<file path="config.mk">
export PLATFORM = sky130hd
export DESIGN_NAME = dsp_timer
export DESIGN_NICKNAME = d
export VERILOG_FILES = /design/src/hdl/dsp_pkg.sv /design/src/hdl/dsp_prescaler.sv /design/src/hdl/dsp_timer.sv
export SDC_FILE = /design/constraint.sdc
export NUM_CORES = 1
export LEC_CHECK = 0
export ABC_AREA = 1
export BUFFER_PORTS_ARGS = -buffer_cell sky130_fd_sc_hd__buf_2
export CAP_MARGIN = 25
export CORE_MARGIN = 3
export CORE_UTILIZATION = 30
export CTS_BUF_LIST = sky130_fd_sc_hd__clkbuf_4 sky130_fd_sc_hd__clkbuf_8
export CTS_CLUSTER_DIAMETER = 150
export DETAILED_ROUTE_END_ITERATION = 6
export PLACE_DENSITY = 0.56
export RECOVER_POWER = 50
export SETUP_SLACK_MARGIN = 0.15
export SLEW_MARGIN = 25
export SYNTH_ARGS = -nofsm -noshare
export SYNTH_HDL_FRONTEND = slang
export SYNTH_SLANG_ARGS = --single-unit
</file>
<file path="constraint.sdc">
create_clock -name ref_clk -period 3.2 [get_ports ref_clk]
set_input_delay 0.64 -clock ref_clk [delete_from_list [all_inputs] [get_ports ref_clk]]
set_output_delay 0.64 -clock ref_clk [all_outputs]
set_load 0.01 [all_outputs]
</file>
<file path="src/hdl/dsp_pkg.sv">
package dsp_pkg;
  // Register indices on the plain register port
  localparam logic [3:0] DSP_REG_CTRL   = 4'h0;
  localparam logic [3:0] DSP_REG_CNT    = 4'h1;
  localparam logic [3:0] DSP_REG_CMPA   = 4'h2;
  localparam logic [3:0] DSP_REG_CMPB   = 4'h3;
  localparam logic [3:0] DSP_REG_CAPTOP = 4'h4;
  localparam logic [3:0] DSP_REG_FLAGS  = 4'h5;
  localparam logic [3:0] DSP_REG_DIR    = 4'h6;

  // Control field positions
  localparam int DSP_CTRL_WGM_LSB  = 0;
  localparam int DSP_CTRL_COMA_LSB = 4;
  localparam int DSP_CTRL_COMB_LSB = 6;
  localparam int DSP_CTRL_PRE_LSB  = 8;

  // Flag bit positions
  localparam int DSP_FLG_OVF  = 0;
  localparam int DSP_FLG_CMPA = 1;
  localparam int DSP_FLG_CMPB = 2;
  localparam int DSP_FLG_CAP  = 3;

  // Waveform modes
  localparam logic [3:0] DSP_WGM_PC8   = 4'h1;
  localparam logic [3:0] DSP_WGM_PC9   = 4'h2;
  localparam logic [3:0] DSP_WGM_PC10  = 4'h3;
  localparam logic [3:0] DSP_WGM_PFC_C = 4'h8;
  localparam logic [3:0] DSP_WGM_PFC_A = 4'h9;
  localparam logic [3:0] DSP_WGM_PC_C  = 4'hA;
  localparam logic [3:0] DSP_WGM_PC_A  = 4'hB;

  localparam logic [15:0] DSP_TOP8    = 16'h00FF;
  localparam logic [15:0] DSP_TOP9    = 16'h01FF;
  localparam logic [15:0] DSP_TOP10   = 16'h03FF;
  localparam logic [15:0] DSP_BOTTOM  = 16'h0000;
  localparam logic [15:0] DSP_RST16   = 16'h0000;

  // Compare output modes
  localparam logic [1:0] DSP_COM_OFF = 2'h0;
  localparam logic [1:0] DSP_COM_TGL = 2'h1;
  localparam logic [1:0] DSP_COM_NIN = 2'h2;
  localparam logic [1:0] DSP_COM_INV = 2'h3;

  // Prescale selects and divide counts
  localparam logic [2:0] DSP_PRE_STOP = 3'h0;
  localparam logic [2:0] DSP_PRE_1    = 3'h1;
  localparam logic [2:0] DSP_PRE_8    = 3'h2;
  localparam logic [2:0] DSP_PRE_64   = 3'h3;
  localparam logic [2:0] DSP_PRE_256  = 3'h4;
  localparam logic [2:0] DSP_PRE_1024 = 3'h5;
  localparam logic [9:0] DSP_DIV8_M1    = 10'h007;
  localparam logic [9:0] DSP_DIV64_M1   = 10'h03F;
  localparam logic [9:0] DSP_DIV256_M1  = 10'h0FF;
  localparam logic [9:0] DSP_DIV1024_M1 = 10'h3FF;
endpackage : dsp_pkg

</file>
<file path="src/hdl/dsp_prescaler.sv">
module dsp_prescaler
  import dsp_pkg::*;
(
  input  wire logic       ref_clk,
  input  wire logic       resetn,
  input  wire logic       clk_en,
  input  wire logic [2:0] pre_sel,
  output logic            timer_tick
);
  logic [9:0] div_r;
  logic [9:0] limit;
  logic       running;
  logic       wrap;

  assign limit   = (pre_sel == DSP_PRE_8)    ? DSP_DIV8_M1 :
                   (pre_sel == DSP_PRE_64)   ? DSP_DIV64_M1 :
                   (pre_sel == DSP_PRE_256)  ? DSP_DIV256_M1 :
                   (pre_sel == DSP_PRE_1024) ? DSP_DIV1024_M1 : 10'h000;
  assign running = (pre_sel >= DSP_PRE_1) && (pre_sel <= DSP_PRE_1024);
  assign wrap    = div_r >= limit;
  assign timer_tick = clk_en && running && wrap;

  always_ff @(posedge ref_clk or negedge resetn) begin
    if (!resetn) begin
      div_r <= 10'h000;
    end else if (clk_en) begin
      div_r <= (!running || wrap) ? 10'h000 : div_r + 10'h001;
    end
  end
endmodule : dsp_prescaler

</file>
<file path="src/hdl/dsp_timer.sv">
// The placing of the registers and the plain strobed port were chosen for this implementation.
module dsp_timer
  import dsp_pkg::*;
(
  input  wire logic        ref_clk,
  input  wire logic        resetn,
  input  wire logic        clk_en,
  input  wire logic [3:0]  reg_addr,
  input  wire logic [15:0] reg_wdata,
  input  wire logic        reg_wr,
  input  wire logic        reg_rd,
  output logic [15:0]      reg_rdata,
  output logic             compare_output_a,
  output logic             compare_output_a_oe,
  output logic             compare_output_b,
  output logic             compare_output_b_oe
);
  import dsp_pkg::*;

  logic [15:0] ctrl_r;
  logic [15:0] counter_value_r;
  logic        down_r;
  logic [15:0] cmp_a_buf_r;
  logic [15:0] cmp_b_buf_r;
  logic [15:0] compare_a_value_r;
  logic [15:0] compare_b_value_r;
  logic [15:0] capture_top_value_r;
  logic [3:0]  flags_r;
  logic [1:0]  pin_direction_bit_r;
  logic [1:0]  oc_r;
  logic [15:0] reg_rdata_r;
  logic        oc_a_pin_r;
  logic        oc_b_pin_r;
  logic        oe_a_r;
  logic        oe_b_r;

  logic [3:0]  waveform_mode;
  logic [1:0]  com_a;
  logic [1:0]  com_b;
  logic [2:0]  pre_sel;
  logic        timer_tick;
  logic        mode_pc;
  logic        mode_pfc;
  logic        dual;
  logic        top_from_a;
  logic        top_from_cap;
  logic [15:0] top_val;
  logic [15:0] wmask;
  logic        at_top;
  logic        at_bottom;
  logic        upd_pc;
  logic        upd_pfc;
  logic        upd;
  logic [15:0] cnt_nxt;
  logic        down_nxt;
  logic        cnt_dn;
  logic        wr_ctrl;
  logic        wr_cnt;
  logic        wr_cmpa;
  logic        wr_cmpb;
  logic        wr_cap;
  logic        wr_flags;
  logic        wr_dir;
  logic [15:0] cmp_val    [2];
  logic [1:0]  com_sel    [2];
  logic [1:0]  match;
  logic [1:0]  conn;
  logic [1:0]  oc_nxt;
  logic [3:0]  flag_set;
  logic [3:0]  flags_nxt;
  logic [15:0] rdata_nxt;

  assign waveform_mode = ctrl_r[DSP_CTRL_WGM_LSB +: 4];
  assign com_a         = ctrl_r[DSP_CTRL_COMA_LSB +: 2];
  assign com_b         = ctrl_r[DSP_CTRL_COMB_LSB +: 2];
  assign pre_sel       = ctrl_r[DSP_CTRL_PRE_LSB +: 3];

  dsp_prescaler u_pre (
    .ref_clk    (ref_clk),
    .resetn     (resetn),
    .clk_en     (clk_en),
    .pre_sel    (pre_sel),
    .timer_tick (timer_tick)
  );

  assign mode_pc = (waveform_mode == DSP_WGM_PC8) || (waveform_mode == DSP_WGM_PC9) ||
                   (waveform_mode == DSP_WGM_PC10) || (waveform_mode == DSP_WGM_PC_C) ||
                   (waveform_mode == DSP_WGM_PC_A);
  assign mode_pfc = (waveform_mode == DSP_WGM_PFC_C) || (waveform_mode == DSP_WGM_PFC_A);
  assign dual     = mode_pc || mode_pfc;
  assign top_from_a   = (waveform_mode == DSP_WGM_PC_A) || (waveform_mode == DSP_WGM_PFC_A);
  assign top_from_cap = (waveform_mode == DSP_WGM_PC_C) || (waveform_mode == DSP_WGM_PFC_C);

  assign top_val = (waveform_mode == DSP_WGM_PC8)  ? DSP_TOP8 :
                   (waveform_mode == DSP_WGM_PC9)  ? DSP_TOP9 :
                   (waveform_mode == DSP_WGM_PC10) ? DSP_TOP10 :
                   top_from_a ? compare_a_value_r : capture_top_value_r;
  assign wmask = (waveform_mode == DSP_WGM_PC8)  ? DSP_TOP8 :
                 (waveform_mode == DSP_WGM_PC9)  ? DSP_TOP9 :
                 (waveform_mode == DSP_WGM_PC10) ? DSP_TOP10 : 16'hFFFF;

  assign at_top    = dual && (counter_value_r == top_val);
  assign at_bottom = dual && (counter_value_r == DSP_BOTTOM);
  assign upd_pc  = timer_tick && mode_pc && at_top;
  assign upd_pfc = timer_tick && mode_pfc && at_bottom;
  assign upd     = upd_pc || upd_pfc;

  // at TOP count down on the next tick; at bottom count up
  assign down_nxt = at_top ? 1'b1 : (at_bottom ? 1'b0 : down_r);
  assign cnt_nxt  = !dual ? counter_value_r :
                    at_top ? (counter_value_r - 16'h0001) :
                    at_bottom ? (counter_value_r + 16'h0001) :
                    down_r ? (counter_value_r - 16'h0001) : (counter_value_r + 16'h0001);

  assign wr_ctrl  = reg_wr && (reg_addr == DSP_REG_CTRL);
  assign wr_cnt   = reg_wr && (reg_addr == DSP_REG_CNT);
  assign wr_cmpa  = reg_wr && (reg_addr == DSP_REG_CMPA);
  assign wr_cmpb  = reg_wr && (reg_addr == DSP_REG_CMPB);
  assign wr_cap   = reg_wr && (reg_addr == DSP_REG_CAPTOP);
  assign wr_flags = reg_wr && (reg_addr == DSP_REG_FLAGS);
  assign wr_dir   = reg_wr && (reg_addr == DSP_REG_DIR);

  // Bottom counts as the upward turn so a zero compare keeps its idle level
  assign cnt_dn = at_top || (down_r && !at_bottom);

  assign cmp_val[0] = compare_a_value_r;
  assign cmp_val[1] = compare_b_value_r;
  assign com_sel[0] = com_a;
  assign com_sel[1] = com_b;

  genvar gi;
  generate
    for (gi = 0; gi < 2; gi++) begin : g_ch
      // match on equality; compare above TOP never equals
      assign match[gi] = timer_tick && dual && (counter_value_r == cmp_val[gi]);
      // disconnect unless PWM, or toggle on A with A-defined TOP
      assign conn[gi] = (com_sel[gi] == DSP_COM_NIN) || (com_sel[gi] == DSP_COM_INV) ||
                        ((gi == 0) && (com_sel[gi] == DSP_COM_TGL) && top_from_a);
      // clear up, set down, inverse for mode 3
      // extremes fall out of match at bottom and TOP
      // toggle on match for square wave
      assign oc_nxt[gi] = !(match[gi] && conn[gi] && dual) ? oc_r[gi] :
                          (com_sel[gi] == DSP_COM_TGL) ? ~oc_r[gi] :
                          (com_sel[gi] == DSP_COM_NIN) ? cnt_dn :
                          !cnt_dn;
    end
  endgenerate

  // overflow at bottom in phase correct and PFC modes
  assign flag_set[DSP_FLG_OVF]  = timer_tick && at_bottom;
  assign flag_set[DSP_FLG_CMPA] = match[0] || ((upd_pc || (timer_tick && mode_pfc && at_top))
                                  && top_from_a);
  assign flag_set[DSP_FLG_CMPB] = match[1];
  assign flag_set[DSP_FLG_CAP]  = timer_tick && at_top && top_from_cap;
  // Set wins over a write-one clear in the same cycle
  assign flags_nxt = (flags_r & ~(wr_flags ? reg_wdata[3:0] : 4'h0)) | flag_set;

  assign rdata_nxt = (reg_addr == DSP_REG_CTRL)   ? ctrl_r :
                     (reg_addr == DSP_REG_CNT)    ? counter_value_r :
                     (reg_addr == DSP_REG_CMPA)   ? cmp_a_buf_r :
                     (reg_addr == DSP_REG_CMPB)   ? cmp_b_buf_r :
                     (reg_addr == DSP_REG_CAPTOP) ? capture_top_value_r :
                     (reg_addr == DSP_REG_FLAGS)  ? {12'h000, flags_r} :
                     (reg_addr == DSP_REG_DIR)    ? {14'h0000, pin_direction_bit_r} :
                     16'h0000;

  always_ff @(posedge ref_clk or negedge resetn) begin
    if (!resetn) begin
      counter_value_r <= DSP_RST16;
      down_r          <= 1'b0;
    end else if (clk_en && wr_cnt) begin
      counter_value_r <= reg_wdata;
    end else if (clk_en && timer_tick) begin
      counter_value_r <= cnt_nxt;
      down_r          <= down_nxt;
    end
  end

  always_ff @(posedge ref_clk or negedge resetn) begin
    if (!resetn) begin
      ctrl_r              <= DSP_RST16;
      capture_top_value_r <= DSP_RST16;
      pin_direction_bit_r <= 2'h0;
      flags_r             <= 4'h0;
      oc_r                <= 2'h0;
    end else if (clk_en) begin
      if (wr_ctrl) ctrl_r <= {5'h00, reg_wdata[10:0]};
      if (wr_cap) capture_top_value_r <= reg_wdata;
      if (wr_dir) pin_direction_bit_r <= reg_wdata[1:0];
      flags_r <= flags_nxt;
      oc_r    <= oc_nxt;
    end
  end

  always_ff @(posedge ref_clk or negedge resetn) begin
    if (!resetn) begin
      cmp_a_buf_r       <= DSP_RST16;
      cmp_b_buf_r       <= DSP_RST16;
      compare_a_value_r <= DSP_RST16;
      compare_b_value_r <= DSP_RST16;
    end else if (clk_en) begin
      if (wr_cmpa) cmp_a_buf_r <= reg_wdata & wmask;
      if (wr_cmpb) cmp_b_buf_r <= reg_wdata & wmask;
      // buffered load; outside dual modes follow buffer directly
      if (upd || !dual) begin
        compare_a_value_r <= cmp_a_buf_r;
        compare_b_value_r <= cmp_b_buf_r;
      end
    end
  end

  always_ff @(posedge ref_clk or negedge resetn) begin
    if (!resetn) begin
      reg_rdata_r <= DSP_RST16;
      oc_a_pin_r  <= 1'b0;
      oc_b_pin_r  <= 1'b0;
      oe_a_r      <= 1'b0;
      oe_b_r      <= 1'b0;
    end else if (clk_en) begin
      reg_rdata_r <= reg_rd ? rdata_nxt : DSP_RST16;
      oc_a_pin_r  <= oc_nxt[0];
      oc_b_pin_r  <= oc_nxt[1];
      oe_a_r      <= pin_direction_bit_r[0] && conn[0] && dual;
      oe_b_r      <= pin_direction_bit_r[1] && conn[1] && dual;
    end
  end

  assign reg_rdata           = reg_rdata_r;
  assign compare_output_a    = oc_a_pin_r;
  assign compare_output_b    = oc_b_pin_r;
  assign compare_output_a_oe = oe_a_r;
  assign compare_output_b_oe = oe_b_r;
endmodule : dsp_timer

</file>
==> flow_metrics.py, run 1 <==
metrics = {
    "clock_network": {
        "cts_max_level": 4,
        "hold_buffers": 0,
        "clock_path_buffers": 2,
        "cts-root-buf": "clkbuf_8",
        "insertion_delay_ns": 0.48,
        "tritoncts": "built",
        "cts_made_buffers": 17,
        "cts.sinks": 144,
        "clkTransAtPathRegs_ns": 0.08,
    },
    "logic_synthesis": {
        "yosysWarnings": 0,
        "ys_seq_area_share_pct": 40.2,
        "synth_cells": 1273,
        "synth_top_area_cell": "dfrtp_1",
        "ys_top_cells_by_area": "dfrtp_1 40%, nand2_1 17%, nand3_1 6.3%",
        "avgSynthCellArea_um2": 7.05,
        "synth_seq_cells": 144,
        "syn_area_um2": 8970,
        "ys_types": 44,
        "syn-num-nets": 1311,
        "yosys.area.top_type_share_pct": 40.2,
    },
    "grt": {
        "grt_pass1_vias": 8205,
        "grtUsageTotal_pct": 20.5,
        "grt_antenna_before_repair": 1,
        "grt_max_degree": 54,
        "overflow": 0,
        "grt_pass1_wl_um": 49800,
    },
    "timing": {
        "tightest_slew_ns": 2.47,
        "slew_viol_final": 53,
        "final-setup-viol-count": 0,
        "fin_crit_sh_pct": 88.0,
        "worst_slack_ns": 0.383,
        "finalHoldViolCount": 0,
        "fin_crit_ns": 2.82,
        "grt_setup_unrepaired": "no",
        "setup_tns_ns": 0,
        "fmax_mhz": 355,
        "finalClockSkew_ns": 0.0145,
        "slew-limit-headroom_pct": -64.5,
    },
    "drt": {
        "drcViolationCount": 0,
        "antenna_left": 0,
        "drtIter0Drc": 921,
        "wire_per_inst_um": 18.7,
        "vias": 8942,
        "via_per_inst": 5.22,
        "firstDrtPassIters": 5,
        "drt_wl_total_um": 32100,
    },
    "layout": {
        "synthToLayoutAreaGrowth_pct": 13.2,
        "nets": 1354,
        "drive_above_1_share_pct": 9.79,
        "layout_commonest_cell": "nand2_1",
        "diodes": 0,
        "mostFrequentLayoutCells": "416 x nand2_1, 143 x dfrtp_1, 114 x inv_1, 112 x nand3_1, 100 x o21ai_0",
    },
    "worst_setup_path": {
        "worst-setup-path-type": "register to register",
        "timing.rr.end": "compare_a_value_r[1]",
        "crit_path_end": "compare_a_value_r[1]",
        "required_ns": 3.56,
        "worstPathArrival_ns": 3.18,
        "r2r_slack_ns": 0.38,
        "worst_setup_path_start_kind": "register",
        "end_kind": "register",
        "r2r_cells": 17,
        "crit_start": "ctrl_r[10]",
        "r2r_start": "ctrl_r[10]",
        "path_max_fanout": 32,
    },
    "floorplanning": {
        "core_area_um2": 29100,
        "die-area_um2": 32000,
        "start_util_pct": 30.8,
        "io_pins": 45,
        "die_h_um": 179,
        "fp.dieW_um": 179,
        "rows": 62,
    },
    "placement": {
        "place_congestion": 0.962,
        "dp_slack_ns": 0.247,
        "place_hpwl_um": 24000,
        "portBuffers": 44,
    },
    "pwr": {
        "leakage_uw": 0.00507,
        "power_density_nw_per_um2": 723,
        "irDropWorstVdd_mv": 0.319,
    },
    "run": {
        "timing.max_cap.violations": 1,
    },
    "outcome": {
        "status": "complete, but fails checks",
        "violations": "max-capacitance violations, max-slew violations",
    },
    "worst_hold_path": {
        "min_path_type": "input port to register",
    },
}
[layer usage]
layer / vias to the layer above / track usage (%) / part of all wire (%)
li1: 4263 / - / -
met1: 4263 / 30.1 / 47
met2: 369 / 31.2 / 44
met3: 47 / 2.82 / 6.6
met4: 0 / 6.04 / 2.2
met5: - / 0 / 0
[repair_timing]
| item | in CTS | in global routing |
|---|---|---|
| gates resized for setup | 0 | 6 |
| buffers inserted | 0 | 0 |
| endpoints found under the setup margin | 0 | 50 |
[worst max-delay path: stages, from the launching register on]
cell	delay (ns)
dfrtp_2	0.45
inv_1	0.10
nor2_2	0.06
nor2_1	0.21
inv_1	0.10
ha_1	0.28
nand2_1	0.04
nor3_1	0.13
nand3_1	0.09
nand4_1	0.14
nand2_1	0.13
nor2_1	0.17
nand4_1	0.16
nand3_2	0.15
nand2_1	0.06
buf_4	0.26
nand2_1	0.11
nand2_1	0.05
[logic make-up after synthesis]
logic type	count (synthesis)	synth area share [%]
AO/OA/AOI/OAI	172	11.3
XOR/XNOR	43	4.20
adder cells (fa/ha/maj)	13	1.81
buffers and inverters	183	8.26
flip-flops	144	40.2
multiplexers	1	0.112
AND/OR/NAND/NOR	717	34.2
[cell usage after synthesis]
cell type and instances:
a211oi_1 8, a21oi_1 21, a221oi_1 5, a22o_1 2
a22oi_1 1, a31oi_4 1, a32o_1 1, and2_1 1
buf_2 13, buf_4 2, buf_6 4, clkbuf_1 41
clkinv_1 7, dfrtp_1 144, ha_1 13, inv_1 113
inv_2 3, mux2i_1 1, nand2_1 418, nand2_2 1
nand3_1 112, nand3_2 3, nand3b_1 1, nand4_1 52
nor2_1 97, nor2_2 1, nor2_4 2, nor3_1 16
nor3b_1 3, nor4_1 3, o2111ai_1 3, o211ai_1 5
o21a_1 1, o21ai_0 100, o21ai_1 1, o21ai_2 2
o21bai_1 1, o221ai_1 4, o22ai_1 8, o31ai_1 8
or2_2 6, or3_1 1, xnor2_1 14, xor2_1 29
[power by group]
part	internal, uW	total (uW)	switching, uW
logic	1040	2940	1900
clock network	871	1670	797
registers	2210	2730	521
[per-stage QoR]
stage | std cells | area [um^2] | utilization [%] | hold WS (ns) | total power (uW)
after detailed placement | 1681 | 9710 | 33.4 | 0.464 | 5620
after CTS | 1712 | 10100 | 34.9 | 0.118 | 7300
final | 1712 | 10100 | 34.9 | 0.445 | 7340
after global placement | 1681 | 9710 | 33.4 | 0.462 | 5610
after global routing | 1712 | 10100 | 34.9 | 0.461 | 7840
after floorplan | 1273 | 8970 | - | 0.344 | 4610
[registers in the layout (all words and copies together) (netlist names)]
name                 flops
cmp_a_buf_r             16
compare_output_a_oe      1
pin_direction_bit_r      2
reg_rdata               16
down_r                   1
oc_r                     2
capture_top_value_r     16
ctrl_r                  11
cmp_b_buf_r             16
compare_output_b_oe      1
compare_b_value_r       16
u_pre.div_r             10
flags_r                  4
counter_value_r         16
compare_a_value_r       16
[worst min path at each step]
stage,start,to,slack [ns],cells past startpoint
after floorplan,resetn,capture_top_value_r[0],0.34,0
after global placement,reg_rdata[7],reg_rdata[7],0.46,2
after detailed placement,reg_rdata[4],reg_rdata[4],0.46,2
after CTS,resetn,cmp_a_buf_r[0],0.12,1
after global routing,reg_rd,reg_rdata[10],0.46,3
final,reg_rd,reg_rdata[10],0.45,3
[area by class of cell]
class / instances / area [um^2]
Fill cell: 3119 / 18900
Clock inverter: 12 / 183
Inverter: 123 / 465
Timing Repair Buffer: 84 / 528
Multi-Input combinational cell: 946 / 4640
Tap cell: 384 / 480
Clock buffer: 19 / 249
Sequential cell: 144 / 3600
Note: power is estimated with default switching activity, not from simulation.
==> run 2: changes to the inputs <==
--- a/config.mk
+++ b/config.mk
@@ -7,7 +7,7 @@
 export LEC_CHECK = 0
 export ABC_AREA = 1
 export BUFFER_PORTS_ARGS = -buffer_cell sky130_fd_sc_hd__buf_2
-export CAP_MARGIN = 25
+export CAP_MARGIN = 20
 export CORE_MARGIN = 3
 export CORE_UTILIZATION = 30
 export CTS_BUF_LIST = sky130_fd_sc_hd__clkbuf_4 sky130_fd_sc_hd__clkbuf_8
@@ -19,4 +19,5 @@
 export SLEW_MARGIN = 25
 export SYNTH_ARGS = -nofsm -noshare
 export SYNTH_HDL_FRONTEND = slang
+export SYNTH_HIERARCHICAL = 1
 export SYNTH_SLANG_ARGS = --single-unit
==> flow_metrics.py, run 2 <==
metrics = {
    "outcome": {
        "status": "complete, but fails checks",
        "violations": "max-capacitance violations, max-slew violations",
    },
    "floorplanning": {
        "die-area_um2": 31600,
        "start_util_pct": 30.7,
        "rows": 62,
        "core_area_um2": 28900,
        "io_pins": 45,
        "fp.dieW_um": 178,
        "die_h_um": 178,
    },
    "layout": {
        "synthToLayoutAreaGrowth_pct": 12.4,
        "postLayoutCellArea_um2": 9940,
        "drive_above_1_share_pct": 12.2,
        "fill_cells": 3144,
        "mostFrequentLayoutCells": "384 x nand2_1, 144 x dfrtp_1, 117 x nand3_1, 103 x o21ai_0, 89 x inv_1",
        "diodes": 0,
        "nets": 1283,
        "layout_commonest_cell": "nand2_1",
    },
    "logic_synthesis": {
        "synth_compound_area_share_pct": 12.1,
        "yosys-top-cells-count": "384 x nand2_1, 144 x dfrtp_1, 118 x nand3_1, 103 x o21ai_0, 90 x inv_1",
        "ys_top_cells_by_area": "dfrtp_1 41%, nand2_1 16%, nand3_1 6.7%",
        "syn-num-nets": 1248,
        "avgSynthCellArea_um2": 7.31,
        "synth-async-reset-ratio_pct": 100,
        "ys_seq_area_share_pct": 40.7,
        "synth_seq_cells": 144,
        "muxShareOfSynthArea_pct": 0,
        "ys.flop_type": "dfrtp_1",
        "synth_top_area_cell": "dfrtp_1",
        "synth_edf_count": 0,
        "synth_most_common_cell": "nand2_1",
        "syn_area_um2": 8850,
        "synth_top_family_by_area": "simple AND/OR/NAND/NOR gates",
        "synth_cells": 1210,
        "yosys.area_share.adder_pct": 1.84,
        "yosys.area.top_type_share_pct": 40.7,
        "synthSimpleGateAreaFrac_pct": 33.0,
        "yosysWarnings": 6,
        "synth_xor_area_share_pct": 4.75,
        "ys_types": 43,
    },
    "pwr": {
        "power_density_nw_per_um2": 698,
        "leakage_uw": 0.00483,
        "irDropWorstVdd_mv": 0.276,
    },
    "timing": {
        "fin_crit_sh_pct": 89.7,
        "finalHoldViolCount": 0,
        "finalClockSkew_ns": 0.0238,
        "final-setup-viol-count": 0,
        "hold_slack_ns": 0.449,
        "setup_tns_ns": 0,
        "fmax_mhz": 348,
        "grt_setup_unrepaired": "no",
        "tightest_slew_ns": 2.11,
        "slew-limit-headroom_pct": -40.8,
        "slew_viol_final": 82,
        "fin_crit_ns": 2.87,
    },
    "drt": {
        "wl_met3_um": 1980,
        "vias": 8535,
        "drtIter0Drc": 847,
        "drt_wl_total_um": 30000,
        "wirelength_met1_um": 13500,
        "antenna_left": 0,
        "wl_met2_um": 13400,
        "firstDrtPassIters": 5,
        "drcViolationCount": 0,
        "via_per_inst": 5.20,
        "wire_per_inst_um": 18.3,
        "top_layer_used": "met4",
    },
    "run": {
        "timing.max_cap.violations": 1,
    },
    "worst_setup_path": {
        "worst-setup-path-type": "register to register",
        "r2r_slack_ns": 0.33,
        "worstPathArrival_ns": 3.22,
        "crit_top_cell": "nand2_1",
        "worst_setup_path_start_kind": "register",
        "path_max_fanout": 32,
        "r2r_cells": 19,
        "cpPeakStageDelay_ns": 0.45,
        "critPathSlowestCell": "dfrtp_1",
        "crit_chain": "inv_1 > nand2_2 > inv_2 > nand2_1 > ha_1 > nand2_1 > a21oi_1 > nor2_4 > nand3_1 > nand3_1 > inv_2 > inv_1 > nor2_1 > nand4_1 > nand3_2 > nand2_1 > buf_8 > nand2_1 > nand2_1",
        "required_ns": 3.55,
        "end_kind": "register",
    },
    "clock_network": {
        "clkTransAtPathRegs_ns": 0.08,
        "cts_made_buffers": 17,
        "clock_path_buffers": 2,
        "insertion_delay_ns": 0.48,
        "cts_max_level": 4,
        "cts-root-buf": "clkbuf_8",
        "cts.sinks": 144,
        "tritoncts": "built",
    },
    "placement": {
        "portBuffers": 44,
        "placed_area_um2": 9550,
        "place_congestion": 0.978,
        "place_hpwl_um": 22400,
    },
    "grt": {
        "grt_max_degree": 83,
        "grt_pass1_vias": 8073,
        "grt_antenna_before_repair": 0,
        "overflow": 0,
        "grtUsageTotal_pct": 19.5,
        "grt_pass1_wl_um": 47400,
    },
    "worst_hold_path": {
        "hold_path_depth": 3,
        "min_path_type": "input port to register",
    },
}
==> run 2: layout make-up <==
| type | instances | area, um^2 | area share (%) |
|---|---|---|---|
| Multi-Input combinational cell | 902 | 4590 | 46.2 |
| Sequential cell | 144 | 3600 | 36.2 |
| Tap cell | 384 | 480 | 4.83 |
| Timing Repair Buffer | 76 | 470 | 4.73 |
| Inverter | 104 | 390 | 3.93 |
| Clock buffer | 19 | 255 | 2.57 |
| Clock inverter | 13 | 153 | 1.54 |
==> run 2: cell families after synthesis <==
group,count (synthesis)
and+or+nand+nor,662
AOI/OAI and AO/OA,179
DFF,144
buffers and inverters,164
xor gates and xnor gates,48
adders and majority gates,13
==> run 2: path summary, 6_finish.rpt <==
check                             start              endpoint
min in group asynchronous        resetn        cmp_a_buf_r[2]
min                        reg_wdata[2]    counter_value_r[2]
max in group asynchronous        resetn    counter_value_r[4]
max reg2reg                   ctrl_r[9]  compare_b_value_r[3]
max                           ctrl_r[9]  compare_b_value_r[3]
min reg2reg                reg_rdata[9]          reg_rdata[9]
==> run 2: per-stage QoR <==
step	setup WS, ns	util, %	std cells	power, uW
after floorplan	0.860	-	1210	4550
after global placement	0.305	33.1	1610	5370
after detailed placement	0.281	33.1	1610	5400
after CTS	0.250	34.5	1642	6930
after global routing	0.136	34.5	1642	7450
final	0.330	34.5	1642	6940
==> run 2: routing by layer <==
layer	up-vias	track usage, %
li1	4060	-
met4	0	8.28
met5	-	0
met2	298	29.5
met1	4112	27.3
met3	65	3.62
==> run 2: power breakdown <==
part           leakage, uW  internal (uW)  switching [uW]
combinational      0.00274            956            1680
sequential         0.00189           2210             561
clock             0.000203            739             787
total              0.00483           3910            3030
==> run 2: repair_timing <==
action	in CTS	in global routing
setup endpoints to repair	0	42
gates resized for setup	0	7
buffers inserted	0	0
hold buffers	0	0
hold endpoints to repair	0	0
==> run 2: critical path, delay by kind of cell, from the launching register on <==
kind            cells  cell delay (ns)
compound gates      1             0.23
fa+ha+maj           1             0.30
flops               1             0.45
simple gates       12             1.15
buf+inv             5             0.60
==> run 3: changes to the inputs <==
--- a/config.mk
+++ b/config.mk
@@ -5,7 +5,6 @@
 export SDC_FILE = /design/constraint.sdc
 export NUM_CORES = 1
 export LEC_CHECK = 0
-export ABC_AREA = 1
 export BUFFER_PORTS_ARGS = -buffer_cell sky130_fd_sc_hd__buf_2
 export CAP_MARGIN = 20
 export CORE_MARGIN = 3
@@ -13,6 +12,7 @@
 export CTS_BUF_LIST = sky130_fd_sc_hd__clkbuf_4 sky130_fd_sc_hd__clkbuf_8
 export CTS_CLUSTER_DIAMETER = 150
 export DETAILED_ROUTE_END_ITERATION = 6
+export HOLD_SLACK_MARGIN = 0.03
 export PLACE_DENSITY = 0.56
 export RECOVER_POWER = 50
 export SETUP_SLACK_MARGIN = 0.15
==> flow_metrics.py, run 3 <==
metrics = {
    "drt": {
        "vias": 6966,
        "via_per_inst": 5.28,
        "drcViolationCount": 0,
        "wire_per_inst_um": 20.6,
        "firstDrtPassIters": 6,
        "antenna_left": 0,
        "drtIter0Drc": 674,
        "drt_wl_total_um": 27200,
    },
    "clock_network": {
        "cts_max_level": 4,
        "tritoncts": "built",
        "insertion_delay_ns": 0.47,
        "cts-root-buf": "clkbuf_8",
        "cts_made_buffers": 17,
        "cts.sinks": 144,
        "clkTransAtPathRegs_ns": 0.09,
        "clock_path_buffers": 2,
    },
    "worst_setup_path": {
        "worst_setup_path_start_kind": "register",
        "required_ns": 3.55,
        "worstPathArrival_ns": 3.66,
        "path_max_fanout": 5,
        "worst-setup-path-type": "register to register",
        "end_kind": "register",
    },
    "logic_synthesis": {
        "syn-num-nets": 879,
        "synth_edf_count": 0,
        "synth_top_area_cell": "dfrtp_1",
        "synth_seq_cells": 144,
        "yosys-top-cells-count": "144 x dfrtp_1, 81 x mux2_2, 81 x nand2_1, 53 x o21ai_0, 40 x inv_1",
        "yosysWarnings": 6,
        "synth_most_common_cell": "dfrtp_1",
        "syn_area_um2": 8380,
        "yosys.area.top_type_share_pct": 43.0,
        "ys_top_cells_by_area": "dfrtp_1 43%, mux2_2 11%, xnor2_1 4.1%",
        "synth-async-reset-ratio_pct": 100,
        "avgSynthCellArea_um2": 9.96,
        "ys_types": 70,
        "ys.flop_type": "dfrtp_1",
        "ys_seq_area_share_pct": 43.0,
        "synth_cells": 841,
    },
    "floorplanning": {
        "start_util_pct": 30.8,
        "fp.dieW_um": 173,
        "rows": 60,
        "core_area_um2": 27200,
        "io_pins": 45,
        "die_h_um": 173,
        "die-area_um2": 30000,
    },
    "layout": {
        "postLayoutCellArea_um2": 10300,
        "layout_commonest_cell": "dfrtp_1",
        "nets": 973,
        "mostFrequentLayoutCells": "141 x dfrtp_1, 80 x mux2_2, 76 x nand2_1, 69 x buf_4, 50 x o21ai_0",
        "drive_above_1_share_pct": 32.5,
        "synthToLayoutAreaGrowth_pct": 22.5,
        "diodes": 0,
    },
    "timing": {
        "worst_slack_ns": -0.107,
        "fin_crit_sh_pct": 103,
        "finalHoldViolCount": 0,
        "fin_crit_ns": 3.31,
        "finalClockSkew_ns": 0.0127,
        "setup_tns_ns": -1.50,
        "slew-limit-headroom_pct": -8.41,
        "fmax_mhz": 302,
        "final-setup-viol-count": 21,
        "tightest_slew_ns": 1.63,
        "grt_setup_unrepaired": "yes",
        "slew_viol_final": 64,
    },
    "placement": {
        "portBuffers": 44,
        "placed_area_um2": 9400,
        "dp_slack_ns": -0.213,
        "place_congestion": 0.913,
        "place_hpwl_um": 19800,
    },
    "grt": {
        "grt_max_degree": 64,
        "grt_pass1_vias": 6975,
        "grt_pass1_wl_um": 42000,
        "grtUsageTotal_pct": 18.1,
        "overflow": 0,
        "grt_antenna_before_repair": 0,
    },
    "pwr": {
        "irDropWorstVdd_mv": 0.330,
        "p_switching_uw": 2580,
        "swShare_pct": 37.8,
        "seq_power_share_pct": 40.0,
        "power_density_nw_per_um2": 665,
        "intPower_uw": 4250,
        "pwr-share-comb_pct": 36.9,
        "p_clk_share_pct": 23.1,
        "leakage_uw": 0.00455,
    },
    "worst_hold_path": {
        "min_path_type": "input port to register",
    },
    "run": {
        "timing.max_cap.violations": 1,
    },
    "outcome": {
        "violations": "max-capacitance violations, max-slew violations, negative setup slack",
        "status": "complete, but fails checks",
    },
}
## run 3: worst paths after layout
kind | from | to | slack (ns) | cells after the start
min reg2reg | cmp_a_buf_r[14] | cmp_a_buf_r[14] | 0.51 | 2
min in group asynchronous | resetn | cmp_a_buf_r[13] | 0.57 | 1
max in group asynchronous | resetn | ctrl_r[3] | 0.72 | 2
max | ctrl_r[9] | counter_value_r[10] | -0.11 | 14
max reg2reg | ctrl_r[9] | counter_value_r[10] | -0.11 | 14
min | reg_wdata[12] | capture_top_value_r[12] | 0.44 | 3
## run 3: cell type report
class | count | area [um^2]
repair buffers | 133 | 1060
inverters | 40 | 150
clock inverters | 13 | 160
well taps | 372 | 465
multi-input cells | 599 | 4560
fillers | 2763 | 16900
flip-flops and latches | 144 | 3610
clock buffers | 19 | 255
## run 3: cells by family after synthesis
kind of cell,share of synthesized area [%]
simple gates,15.7
compound gates,13.5
flops,43.0
mux,13.2
buf+inv,5.36
xor+xnor,7.32
fa+ha+maj,1.94
## run 3: layer usage
metal	global-route usage, %	wire length (um)	vias to the layer above
li1	-	-	3184
met2	29.9	13100	239
met4	5.78	684	0
met3	2.90	1540	58
met1	24.3	11900	3485
met5	0	0	-
## run 3: worst max-delay path, stage by stage (launching register included)
cell and delay, ns:
dfrtp_2 0.45, nand2b_4 0.16, o21a_1 0.14, ha_1 0.31
nand2_1 0.06, o41a_4 0.50, a21oi_4 0.19, nand2_2 0.10
nor3_4 0.19, nand2_2 0.09, or2_4 0.23, or4_4 0.41
mux2i_2 0.17, xnor2_1 0.13, o21ai_1 0.07
## run 3: power by group through the flow
stage                     registers (uW)  clock network [uW]  logic (uW)
after floorplan                     2540                   0        1720
after global placement              2740                   0        2310
after detailed placement            2750                   0        2330
after CTS                           2720                1600        2440
after global routing                2800                1670        2740
final                               2730                1570        2520
## run 3: metrics by stage
stage	total power, uW	hold slack [ns]	utilization [%]	instances
after floorplan	4260	0.344	-	841
after global placement	5050	0.487	34.6	1269
after detailed placement	5080	0.496	34.6	1269
after CTS	6760	0.169	37.0	1312
after global routing	7200	0.449	37.8	1320
final	6830	0.440	37.8	1320
## run 3: repair_timing
item	4_1_cts	5_1_grt
gates cloned	3	1
hold buffers	0	0
buffers inserted	8	7
resized for setup	23	33
pin swaps	19	14
setup endpoints to repair	47	49
